File: config.mk
export PLATFORM = sky130hd
export DESIGN_NAME = hsf_sequencer
export DESIGN_NICKNAME = d
export VERILOG_FILES = /design/src/core/hsf_pkg.sv /design/src/core/hsf_sequencer.sv
export SDC_FILE = /design/constraint.sdc
export NUM_CORES = 1
export LEC_CHECK = 0
export BUFFER_PORTS_ARGS = -buffer_cell sky130_fd_sc_hd__buf_2
export CORE_MARGIN = 2
export CORE_UTILIZATION = 45
export DETAILED_ROUTE_END_ITERATION = 16
export GPL_ROUTABILITY_DRIVEN = 0
export HOLD_SLACK_MARGIN = 0.12
export MAX_ROUTING_LAYER = met4
export PLACE_DENSITY = 0.66
export REMOVE_ABC_BUFFERS = 1
export SLEW_MARGIN = 25
export SYNTH_ARGS = -nofsm -noshare
export SYNTH_HDL_FRONTEND = slang
export SYNTH_SLANG_ARGS = --single-unit
File: constraint.sdc
create_clock -name I_CLK -period 10.7 [get_ports I_CLK]
set_clock_uncertainty 0.1 [all_clocks]
set_input_delay 2.14 -clock I_CLK [delete_from_list [all_inputs] [get_ports I_CLK]]
set_output_delay 2.14 -clock I_CLK [all_outputs]
set_load 0.03 [all_outputs]
File: src/core/hsf_pkg.sv
package hsf_pkg;
  // Comparator and strap inputs, index into the raw input vector
  localparam int HSF_CMP_W = 14;
  localparam int IX_POR = 0;
  localparam int IX_UV_OK = 1;
  localparam int IX_OV_HI = 2;
  localparam int IX_TMR_HI = 3;
  localparam int IX_TMR_MID = 4;
  localparam int IX_TMR_LOW = 5;
  localparam int IX_ILIM = 6;
  localparam int IX_PLIM = 7;
  localparam int IX_CB = 8;
  localparam int IX_PGOOD = 9;
  localparam int IX_RETRY_N = 10;
  localparam int IX_CL_PIN = 11;
  localparam int IX_CB_PIN = 12;
  localparam int IX_ALERT = 13;

  // Register command codes
  localparam logic [7:0] ADDR_INPUT_FAULT = 8'h7c;
  localparam logic [7:0] ADDR_VENDOR_FAULT = 8'h80;
  localparam logic [7:0] ADDR_ALERT_MASK = 8'hd8;
  localparam logic [7:0] ADDR_SETUP = 8'hd9;
  localparam logic [7:0] ADDR_COMBINED = 8'he1;

  // Bit positions: combined word and alert mask share one layout
  localparam int B_CP_FAULT = 0;
  localparam int B_BREAKER_FAULT_FLAG = 1;
  localparam int B_UV_FAULT = 2;
  localparam int B_OV_FAULT = 3;
  localparam int B_LATCHED = 4;
  localparam int B_PGOOD = 5;
  localparam int B_PRESET = 6;
  // Input fault summary layout
  localparam int B_IN_UV = 4;
  localparam int B_IN_OV = 7;
  localparam int B_IN_CP = 1;
  // Vendor fault summary layout
  localparam int B_VF_PRESET = 0;
  localparam int B_VF_CB = 1;
  // Setup register layout
  localparam int B_SU_CL_OVR = 0;
  localparam int B_SU_CL_VAL = 1;
  localparam int B_SU_CB_OVR = 2;
  localparam int B_SU_CB_VAL = 3;
  localparam int B_SU_RETRY_LO = 4;

  localparam logic [15:0] MASK_RESET = 16'h0000;
  localparam logic [7:0] SETUP_RESET = 8'h00;
  // Automatic restart: upward cycles between 1.7V and 1V
  localparam logic [3:0] RESTART_CYCLES = 4'h7;

  typedef enum logic [8:0] {
    ST_POR = 9'h001,
    ST_INSERT = 9'h002,
    ST_INS_DIS = 9'h004,
    ST_WAIT_UV = 9'h008,
    ST_ON = 9'h010,
    ST_BREAKER = 9'h020,
    ST_LATCHED = 9'h040,
    ST_RESTART = 9'h080,
    ST_LOCKOUT = 9'h100
  } hsf_state_t;

  // Gate pin drive: 190 mA pull-down, 2 mA pull-down, 22 uA source
  typedef struct packed {
    logic pd_strong;
    logic pd_weak;
    logic src;
  } hsf_gate_t;

  // Timer pin drive: ground, 5.5 uA, 90 uA, 2 mA sink, 2.8 uA sink
  typedef struct packed {
    logic gnd;
    logic chg_ins;
    logic chg_flt;
    logic dis_fast;
    logic dis_slow;
  } hsf_timer_t;
endpackage

File: src/core/hsf_sequencer.sv
// Functional notes
// - Before power-on threshold, gate held off by 190 mA pull-down, timer grounded.
// - At power-on threshold, insertion starts: 5.5 uA timer charge, 2 mA gate pull-down.
// - Insertion ends at timer 1.7V, then timer discharged fast by 2 mA sink.
// - After insertion, gate turns on once input is above under-voltage level.
// - Gate is driven by the 22 uA source while on.
// - Limiting charges fault timer; ending early discharges it with 2.8 uA sink.
// - In-rush done when output is near input and power-good is high.
// - Timer at 1.7V under persisting limiting declares fault, 190 mA pull-down.
// - After fault gate stays low; retry input high latches, low auto-retries.
// - Retry count selectable: none, 1, 2, 4, 8, 16 or unlimited.
// - Input below under-voltage or above over-voltage switches gate off via 2 mA.
// - Alert line pulled low after power-on to flag default settings.
// - Defaults-loaded flag at 80h set after power-on until clear-faults command.
// - Current-limit threshold 25 mV with select low, 46 mV with select high.
// - Limiting beyond timeout sets current/power fault in 7Ch, E1h; alert unless masked.
// - Setup register bits override pin current-limit and breaker choices.
// - Breaker trip at 1.8x or 3.6x: 190 mA pull-down, fault timeout begins.
// - Breaker release hands gate to limiting; timer at 1.7V still shuts off.
// - Breaker trip sets breaker fault in 80h and E1h; alert unless masked.
// - Auto restart cycles timer 1.7V/1V seven times, re-enables at 0.3V.
module hsf_sequencer
  import hsf_pkg::*;
#(
  parameter int SYNC_W = HSF_CMP_W
) (
  input wire logic I_CLK,
  input wire logic I_RST,
  input wire logic [SYNC_W-1:0] I_CMP,
  input wire logic I_REG_WR,
  input wire logic [7:0] I_REG_ADDR,
  input wire logic [15:0] I_REG_WDATA,
  input wire logic I_CLEAR_FAULTS,
  output logic [15:0] O_REG_RDATA,
  output hsf_gate_t O_GATE,
  output hsf_timer_t O_TIMER,
  output logic O_CL_HIGH,
  output logic O_CB_HIGH,
  output logic O_INRUSH_DONE,
  output logic O_ALERT_O,
  output logic O_ALERT_OE
);

  logic [SYNC_W-1:0] meta_reg;
  logic [SYNC_W-1:0] cmp_reg;
  hsf_state_t state_reg;
  hsf_state_t state_next;
  logic [15:0] mask_reg;
  logic [7:0] setup_reg;
  logic [3:0] cycle_reg;
  logic falling_reg;
  logic [4:0] tries_reg;
  logic inrush_reg;
  logic f_cp_reg, f_cb_reg, f_uv_reg, f_ov_reg, f_preset_reg;
  logic limiting, timeout, retry_inf, retry_exhausted;
  logic [4:0] retry_budget;
  logic [15:0] comb_word;
  hsf_gate_t gate_next;
  hsf_timer_t timer_next;

  // Retry code to budget; code 0 follows the retry pin
  function automatic logic [5:0] hsf_retry_decode(input logic [2:0] code, input logic pin_n);
    unique case (code)
      3'h0: hsf_retry_decode = pin_n ? 6'h00 : 6'h20;
      3'h1: hsf_retry_decode = 6'h00;
      3'h2: hsf_retry_decode = 6'h01;
      3'h3: hsf_retry_decode = 6'h02;
      3'h4: hsf_retry_decode = 6'h04;
      3'h5: hsf_retry_decode = 6'h08;
      3'h6: hsf_retry_decode = 6'h10;
      default: hsf_retry_decode = 6'h20;
    endcase
  endfunction

  // Two-stage synchroniser; only the second stage is read
  genvar g;
  generate
    for (g = 0; g < SYNC_W; g++) begin : g_sync
      always_ff @(posedge I_CLK or posedge I_RST) begin
        if (I_RST) begin
          meta_reg[g] <= 1'b0;
          cmp_reg[g] <= 1'b0;
        end else begin
          meta_reg[g] <= I_CMP[g];
          cmp_reg[g] <= meta_reg[g];
        end
      end
    end
  endgenerate

  assign limiting = cmp_reg[IX_ILIM] | cmp_reg[IX_PLIM];
  assign timeout = cmp_reg[IX_TMR_HI];
  assign {retry_inf, retry_budget} = hsf_retry_decode(setup_reg[B_SU_RETRY_LO +: 3], cmp_reg[IX_RETRY_N]);
  assign retry_exhausted = !retry_inf && (tries_reg >= retry_budget);

  // Sequencer next state
  always_comb begin
    state_next = state_reg;
    unique case (state_reg)
      ST_POR: if (cmp_reg[IX_POR]) state_next = ST_INSERT;
      ST_INSERT: if (timeout) state_next = ST_INS_DIS;
      ST_INS_DIS: if (!cmp_reg[IX_TMR_LOW]) state_next = ST_WAIT_UV;
      ST_WAIT_UV: if (cmp_reg[IX_UV_OK] && !cmp_reg[IX_OV_HI]) state_next = ST_ON;
      ST_ON: begin
        if (!cmp_reg[IX_UV_OK] || cmp_reg[IX_OV_HI]) state_next = ST_LOCKOUT;
        else if (cmp_reg[IX_CB]) state_next = ST_BREAKER;
        else if (timeout && limiting) state_next = retry_exhausted ? ST_LATCHED : ST_RESTART;
      end
      ST_BREAKER: begin
        if (timeout) state_next = retry_exhausted ? ST_LATCHED : ST_RESTART;
        else if (!cmp_reg[IX_CB]) state_next = ST_ON;
      end
      ST_LATCHED: if (!cmp_reg[IX_UV_OK] && !cmp_reg[IX_TMR_LOW]) state_next = ST_WAIT_UV;
      ST_RESTART: begin
        if (falling_reg && cycle_reg == RESTART_CYCLES && !cmp_reg[IX_TMR_LOW]) state_next = ST_ON;
      end
      ST_LOCKOUT: if (cmp_reg[IX_UV_OK] && !cmp_reg[IX_OV_HI]) state_next = ST_ON;
      default: state_next = ST_POR;
    endcase
    // Losing the supply restarts the whole power-up sequence
    if (!cmp_reg[IX_POR]) state_next = ST_POR;
  end

  always_ff @(posedge I_CLK or posedge I_RST) begin
    if (I_RST) state_reg <= ST_POR;
    else state_reg <= state_next;
  end

  // Restart ramp tracking: count downward ramps that stop at 1V
  always_ff @(posedge I_CLK or posedge I_RST) begin
    if (I_RST) begin
      cycle_reg <= 4'h0;
      falling_reg <= 1'b0;
    end else if (state_reg != ST_RESTART) begin
      cycle_reg <= 4'h0;
      falling_reg <= 1'b1;
    end else if (falling_reg && cycle_reg != RESTART_CYCLES && !cmp_reg[IX_TMR_MID]) begin
      falling_reg <= 1'b0;
      cycle_reg <= cycle_reg + 4'h1;
    end else if (!falling_reg && timeout) begin
      falling_reg <= 1'b1;
    end
  end

  // Attempt counter; a fresh power-up or a manual restart refills it
  always_ff @(posedge I_CLK or posedge I_RST) begin
    if (I_RST) tries_reg <= 5'h00;
    else if (state_reg == ST_POR || state_reg == ST_LATCHED) tries_reg <= 5'h00;
    else if (state_reg == ST_RESTART && state_next == ST_ON && tries_reg != 5'h1f) tries_reg <= tries_reg + 5'h01;
  end

  // In-rush completion, dropped whenever the gate leaves normal operation
  always_ff @(posedge I_CLK or posedge I_RST) begin
    if (I_RST) inrush_reg <= 1'b0;
    else if (state_reg != ST_ON) inrush_reg <= 1'b0;
    else if (cmp_reg[IX_PGOOD]) inrush_reg <= 1'b1;
  end

  // Pin drive decode; registered so pins never glitch on state decode
  always_comb begin
    gate_next = '0;
    timer_next = '0;
    unique case (state_reg)
      ST_POR: begin
        gate_next.pd_strong = 1'b1;
        timer_next.gnd = 1'b1;
      end
      ST_INSERT: begin
        gate_next.pd_weak = 1'b1;
        timer_next.chg_ins = 1'b1;
      end
      ST_INS_DIS: begin
        gate_next.pd_weak = 1'b1;
        timer_next.dis_fast = 1'b1;
      end
      ST_WAIT_UV, ST_LOCKOUT: begin
        gate_next.pd_weak = 1'b1;
        timer_next.dis_slow = 1'b1;
      end
      ST_ON: begin
        gate_next.src = 1'b1;
        timer_next.chg_flt = limiting;
        timer_next.dis_slow = !limiting;
      end
      ST_BREAKER: begin
        gate_next.pd_strong = 1'b1;
        timer_next.chg_flt = 1'b1;
      end
      ST_LATCHED: begin
        // Strong pull-down only while the fault level is still present
        gate_next.pd_strong = timeout;
        gate_next.pd_weak = !timeout;
        timer_next.dis_slow = 1'b1;
      end
      ST_RESTART: begin
        gate_next.pd_strong = timeout && falling_reg && cycle_reg == 4'h0;
        gate_next.pd_weak = !(timeout && falling_reg && cycle_reg == 4'h0);
        timer_next.chg_flt = !falling_reg;
        timer_next.dis_slow = falling_reg;
      end
      default: gate_next.pd_strong = 1'b1;
    endcase
  end

  always_ff @(posedge I_CLK or posedge I_RST) begin
    if (I_RST) begin
      O_GATE <= '{pd_strong: 1'b1, pd_weak: 1'b0, src: 1'b0};
      O_TIMER <= '{gnd: 1'b1, chg_ins: 1'b0, chg_flt: 1'b0, dis_fast: 1'b0, dis_slow: 1'b0};
    end else begin
      O_GATE <= gate_next;
      O_TIMER <= timer_next;
    end
  end

  // Sticky fault flags: a new event wins over a clear in the same cycle
  always_ff @(posedge I_CLK or posedge I_RST) begin
    if (I_RST) begin
      f_cp_reg <= 1'b0;
      f_cb_reg <= 1'b0;
      f_uv_reg <= 1'b0;
      f_ov_reg <= 1'b0;
      f_preset_reg <= 1'b0;
    end else begin
      f_cp_reg <= (f_cp_reg && !I_CLEAR_FAULTS) || (state_reg == ST_ON && timeout && limiting);
      f_cb_reg <= (f_cb_reg && !I_CLEAR_FAULTS) || (state_reg == ST_ON && state_next == ST_BREAKER);
      f_uv_reg <= (f_uv_reg && !I_CLEAR_FAULTS) || (state_reg == ST_ON && !cmp_reg[IX_UV_OK]);
      f_ov_reg <= (f_ov_reg && !I_CLEAR_FAULTS) || (state_reg == ST_ON && cmp_reg[IX_OV_HI]);
      f_preset_reg <= (f_preset_reg && !I_CLEAR_FAULTS) || (state_reg == ST_POR && cmp_reg[IX_POR]);
    end
  end

  // Software writable registers
  always_ff @(posedge I_CLK or posedge I_RST) begin
    if (I_RST) begin
      mask_reg <= MASK_RESET;
      setup_reg <= SETUP_RESET;
    end else if (I_REG_WR) begin
      if (I_REG_ADDR == ADDR_ALERT_MASK) mask_reg <= I_REG_WDATA;
      if (I_REG_ADDR == ADDR_SETUP) setup_reg <= I_REG_WDATA[7:0];
    end
  end

  always_comb begin
    comb_word = 16'h0000;
    comb_word[B_CP_FAULT] = f_cp_reg;
    comb_word[B_BREAKER_FAULT_FLAG] = f_cb_reg;
    comb_word[B_UV_FAULT] = f_uv_reg;
    comb_word[B_OV_FAULT] = f_ov_reg;
    comb_word[B_LATCHED] = state_reg == ST_LATCHED;
    comb_word[B_PGOOD] = cmp_reg[IX_PGOOD];
    comb_word[B_PRESET] = f_preset_reg;
  end

  // Read port; unmapped codes read zero
  always_ff @(posedge I_CLK or posedge I_RST) begin
    if (I_RST) O_REG_RDATA <= 16'h0000;
    else begin
      O_REG_RDATA <= 16'h0000;
      unique case (I_REG_ADDR)
        ADDR_INPUT_FAULT: begin
          O_REG_RDATA[B_IN_CP] <= f_cp_reg;
          O_REG_RDATA[B_IN_UV] <= f_uv_reg;
          O_REG_RDATA[B_IN_OV] <= f_ov_reg;
        end
        ADDR_VENDOR_FAULT: begin
          O_REG_RDATA[B_VF_PRESET] <= f_preset_reg;
          O_REG_RDATA[B_VF_CB] <= f_cb_reg;
        end
        ADDR_ALERT_MASK: O_REG_RDATA <= mask_reg;
        ADDR_SETUP: O_REG_RDATA[7:0] <= setup_reg;
        ADDR_COMBINED: O_REG_RDATA <= comb_word;
        default: O_REG_RDATA <= 16'h0000;
      endcase
    end
  end

  // Threshold selects and alert; the status bits themselves are never masked
  always_ff @(posedge I_CLK or posedge I_RST) begin
    if (I_RST) begin
      O_CL_HIGH <= 1'b0;
      O_CB_HIGH <= 1'b0;
      O_ALERT_OE <= 1'b0;
    end else begin
      O_CL_HIGH <= setup_reg[B_SU_CL_OVR] ? setup_reg[B_SU_CL_VAL] : cmp_reg[IX_CL_PIN];
      O_CB_HIGH <= setup_reg[B_SU_CB_OVR] ? setup_reg[B_SU_CB_VAL] : cmp_reg[IX_CB_PIN];
      O_ALERT_OE <= |(comb_word & ~mask_reg & ~(16'h0001 << B_PGOOD) & ~(16'h0001 << B_LATCHED));
    end
  end

  assign O_ALERT_O = 1'b0;
  assign O_INRUSH_DONE = inrush_reg;
endmodule

# [After elaboration in Yosys (flattened, before gate mapping)]
# Index checks and enable logic that the tools add are counted.
[word_totals] reg_bits=102 inputBits=42 output_inout_bits=29 word_cells=179
[op_classes] add_sub_neg=2 order_cmp=1 n_eq_ne=27 n_mux=41 n_bitwise=3 n_reduce_logical=55
[ops] cell="$mux W9" n=11
[ops] cell="$pmux W9 S8" n=1
[ops] cell="$pmux W6 S7" n=1
[ops] cell="$eq A8 B8 Y1 const B" n=4
[ops] cell="$logic_and A1 B1 Y1" n=24
[ops] cell="$eq A9 B5 Y1 const B" n=2
[ops] cell="$eq A9 B6 Y1 const B" n=2
[ops] cell="$and A7 B16 Y16" n=1
[ops] cell="$mux W8" n=2
[ops] cell="$not A16 Y16" n=1
[ops] cell="$pmux W1 S3" n=5
[ops] cell="$reduce_or A14 Y1" n=1
[ops] cell="$pmux W1 S4" n=3
[ops] cell="$pmux W2 S3" n=2
[ops] cell="$mux W1" n=11
[ops] cell="$logic_not A1 Y1" n=10
[ops] cell="$mux W5" n=2
[ops] cell="$eq A3 B3 Y1 const B" n=3
[ops] cell="$eq A9 B1 Y1 const B" n=1
[ops] cell="$eq A9 B2 Y1 const B" n=1
[ops] cell="$eq A9 B3 Y1 const B" n=1
[ops] cell="$eq A9 B4 Y1 const B" n=1
[ops] cell="$eq A9 B7 Y1 const B" n=1
[ops] cell="$eq A9 B8 Y1 const B" n=1
[ops] cell="other kinds (25)" n=37

# [Longest topological paths before layout]
[logic_depth] word_depth=15 depth_mapped=9 ltp_nobuf=8

# [Worst setup path after synthesis]
# No wires, ideal clock.
[synth_timing] path_type="input to register" start="input port I_REG_ADDR[1]" end="register mask_reg[0]" setup_time_ns=0.125 arrival_ns=3.585 required_time_ns=10.475 setup_slack_ns=6.891 cell_stages=6 n_path_buf=1 path_cell_list="nor3b_1 > nand4_1 > nor2_1 > nand2_1 > clkbuf_1 > mux2_2"
[synth_between] elab_chain_cells=2
[synth_rtl] element="from (decl)" line="hsf_sequencer.sv:31" rtl="input wire logic [7:0] I_REG_ADDR,"
[synth_rtl] element="$eq A8 B8 Y1" line="hsf_sequencer.sv:238" rtl="if (I_REG_ADDR == ADDR_ALERT_MASK) mask_reg <= I_REG_WDATA;"
[synth_rtl] element="$reduce_and A2 Y1 (no source line)"
[synth_rtl] element="to (signal assigned)" line="hsf_sequencer.sv:235" rtl="mask_reg <= MASK_RESET;"
[synth_rtl] element="to (signal assigned)" line="hsf_sequencer.sv:238"
[synth_rtl] element="to (decl)" line="hsf_sequencer.sv:48" rtl="logic [15:0] mask_reg;"
# Every way passes these cells.
# A chain may end at the register's enable or synchronous reset.

# [Worst setup path in the final report]
[layout_timing] start="input port I_REG_ADDR[1]" end="register mask_reg[6]"
# Same word-level chain as after synthesis.

==> results by group <==
Run status
  • Status: finished, final reports clean

Setup path
  • Endpoint of the worst-slack reg-to-reg timing path: tries_reg[2]
  • Maximum net fanout on the critical path: 16
  • CP startpoint: I_REG_ADDR[1]
  • Endpoint class of the critical path: flip-flop
  • Cell-by-cell listing of the critical path: buf_2 > nor3b_1 > nand4_1 > nor2_1 > nand2_1 > mux2_2
  • Reg-to-reg startpoint: state_reg[1]
  • CP arrival: 4.24 ns
  • Slack of the worst reg-to-reg path: 7.37 ns
  • Launching element type of the critical path: input pin
  • CP Data Required Time: 10.85 ns
  • Critical path start-end classification: in -> reg
  • Crit-path slowest cell: nand2_1
  • Cell family with the largest share of critical-path delay: simple AND/OR/NAND/NOR gates
  • Critical path's largest stage delay: 0.59 ns
  • CP Buf/Inv Count: 1
  • Depth of the worst register-to-register path: 6
  • Logic depth of the worst setup path including buffers: 6
  • Worst setup path end: mask_reg[6]

Yosys
  • Sequential-to-total area share from yosys stat: 0.584
  • Gate count of the mapped netlist: 379
  • Number of enable-type register cells in the synthesized netlist: 0
  • Largest cells by area after synthesis: dfrtp_1, mux2_2, ha_1
  • Number of distinct library cells after synthesis: 59
  • Share of Yosys cell area claimed by the top area cell type: 0.566
  • Flip-flop and latch count after synthesis: 102
  • Synthesis warning total: 0
  • Dominant register cell in the synthesized netlist: dfrtp_1
  • Cell type with the highest aggregate area in the netlist: dfrtp_1
  • Synth async-reset ratio: 1.00
  • Average size of a mapped cell: 11.6 um^2
  • Post-Syn Area: 0.00438 mm^2

Finish
  • Synthesis-to-layout area growth: 14.6%
  • Number of diodes: 0
  • Layout filler cell count: 808
  • Most common cell after layout, fill and taps aside: dfrtp_1
  • Post-layout net count: 493
  • Most frequent cells in the layout: dfrtp_1, buf_2, mux2_2, nand2_1, nor2_1
  • Share of final-layout standard cells stronger than drive strength 1: 0.277

Clock network
  • Number of clock sinks seen by CTS: 102
  • Worst-case clock buffer depth: 2
  • Post-cts hold buffer count: 0
  • CTS buffer count: 9
  • Number of buffers inserted to repair setup after CTS: 0
  • CTS tree: yes
  • Clock latency on the worst-skew pair: 0.36 ns
  • CTS resizes: 0
  • Root buffer cell: clkbuf_8
  • Clock slew seen by the registers of the worst setup and hold paths: 0.10 ns
  • H-tree Lvls: 3

Die
  • X dimension of the die: 103 um
  • Die Area: 0.0105 mm^2
  • Core box area: 0.00933 mm^2
  • FP Rows: 35
  • Boundary pin count: 71
  • Initial cell density of the core: 0.469
  • Die height: 103 um

Timing
  • Slew Limit Fails: 0
  • Unrepaired setup endpoints after global routing: no
  • Final Hold Vio Count: 0
  • Crit path time final: 4.09 ns
  • Worst hold slack after final layout: 0.253 ns
  • Remaining max-slew budget at the tightest pin: 0.457
  • Maximum achievable frequency: 244 MHz
  • Tcrit/Tclk final: 0.383
  • Actual transition at the worst max-transition pin: 0.807 ns
  • Setup Viol. Count Final: 0
  • Setup TNS: 0 ns

Route
  • Post-DR vias/cell: 5.33
  • Routed wire per std cell: 15.2 um
  • Met1 Wirelength: 3.98 mm
  • Final antenna-violating net count: 0
  • Detailed-routed wire length on met3: 455 um
  • Uppermost signal routing layer after detailed routing: met4
  • Final Routed Wirelength: 8.78 mm
  • DRC violations left: 0
  • Violation count after the first detailed-routing iteration: 193
  • Routed wire length on met2: 4.20 mm
  • Count of vias placed by the detailed router: 3070
  • Number of detailed-route iterations in the first pass: 4

GRT
  • Final global-route overflow total: 0
  • Wire length of the first global-routing pass: 14.3 mm
  • Via count of the first global-routing pass: 2954
  • Initial antenna violation count: 0
  • Largest net degree at the start of global routing: 56
  • Global router's overall resource usage: 0.181

Placement
  • Port-buffer cells: 68
  • Detailed Place HPWL: 6.30 mm

Power and ir drop
  • Worst IR drop on VDD: 0.0000756 V
  • Pwr/cell area: 152 mW/mm^2
  • Static Leakage: 2.42 nW

Min path
  • Tightest Hold Check Type: reg -> reg

Flow run
  • Max cap viols: 0
## stage by stage
stage / setup WS [ns] / power (mW) / cell area [um^2] / instances / utilization
6_report: 6.61 / 0.760 / 5020 / 576 / 0.538
5_1_grt: 6.36 / 0.798 / 5020 / 576 / 0.538
4_1_cts: 6.60 / 0.768 / 5020 / 576 / 0.538
3_5_place_dp: 6.22 / 0.510 / 4800 / 560 / 0.514
3_3_place_gp: 6.26 / 0.508 / 4800 / 560 / 0.514
2_1_floorplan: 5.79 / 0.478 / 4280 / 361 / -
## kinds of logic (layout without fill, tap and decap cells)
group           after synthesis  count (layout)  share of synthesized area
simple gates                128             128                      0.159
buf+inv                      35             103                     0.0374
compound gates               60              60                     0.0872
fa+ha+maj                     9               9                     0.0257
mux                          37              37                     0.0920
xor+xnor                      7               7                     0.0140
other cells                   1               1                   0.000857
flops                       102             102                      0.584
## worst reg2reg max path, cell delays in order, from the launching register on
cell and delay [ns]:
dfrtp_1 0.50, nor4_1 0.74, nand3_1 0.49, o221a_1 0.42, or3_1 0.36, or2_0 0.35
a31o_1 0.28
## final cells by class
class / count / area, um^2 / share of cell area
Tap cell: 129 / 161 / 0.0322
Sequential cell: 102 / 2560 / 0.510
Inverter: 17 / 66.3 / 0.0132
Clock inverter: 5 / 77.6 / 0.0155
Clock buffer: 11 / 141 / 0.0282
Timing Repair Buffer: 70 / 355 / 0.0708
Multi-Input combinational cell: 242 / 1660 / 0.331
## synthesized netlist by cell type (all sizes together), types with 3 or more instances
library cell	instances
or3b	3
or3	4
and2	9
mux2i	11
nand3	14
or4	3
nor4	5
and3	3
nand2b	6
nor2b	4
buf	8
nand4	5
xor2	3
ha	9
xnor2	4
dfstp	3
o22ai	9
nor3	7
dfrtp	99
o21ai	21
mux2	26
nand2	25
nand3b	4
a21oi	9
clkbuf	10
inv	16
or2	5
nor2	23
## power breakdown
group	switching [mW]	total (mW)	leakage (nW)	internal, mW
clock	0.137	0.258	0.110	0.120
sequential	0.0138	0.418	1.34	0.405
combinational	0.0522	0.0843	0.978	0.0321
total	0.203	0.760	2.42	0.557
## worst min-delay path by stage
| stage | slack [ns] | endpoint | startpoint | depth (start not counted) |
|---|---|---|---|---|
| 2_1_floorplan | 0.23 | cmp_reg[0] | meta_reg[0] | 0 |
| 3_3_place_gp | 0.23 | cmp_reg[12] | meta_reg[12] | 0 |
| 3_5_place_dp | 0.23 | cmp_reg[8] | meta_reg[8] | 0 |
| 4_1_cts | 0.26 | cmp_reg[1] | meta_reg[1] | 0 |
| 5_1_grt | 0.27 | cmp_reg[7] | meta_reg[7] | 0 |
| 6_report | 0.25 | cmp_reg[8] | meta_reg[8] | 0 |
## metal layers
layer	vias up	GRT usage
met5	-	-
met4	0	0.0615
met3	13	0.0386
met2	90	0.268
met1	1511	0.248
li1	1456	-
No activity file was read; power rests on OpenSTA's default activity.
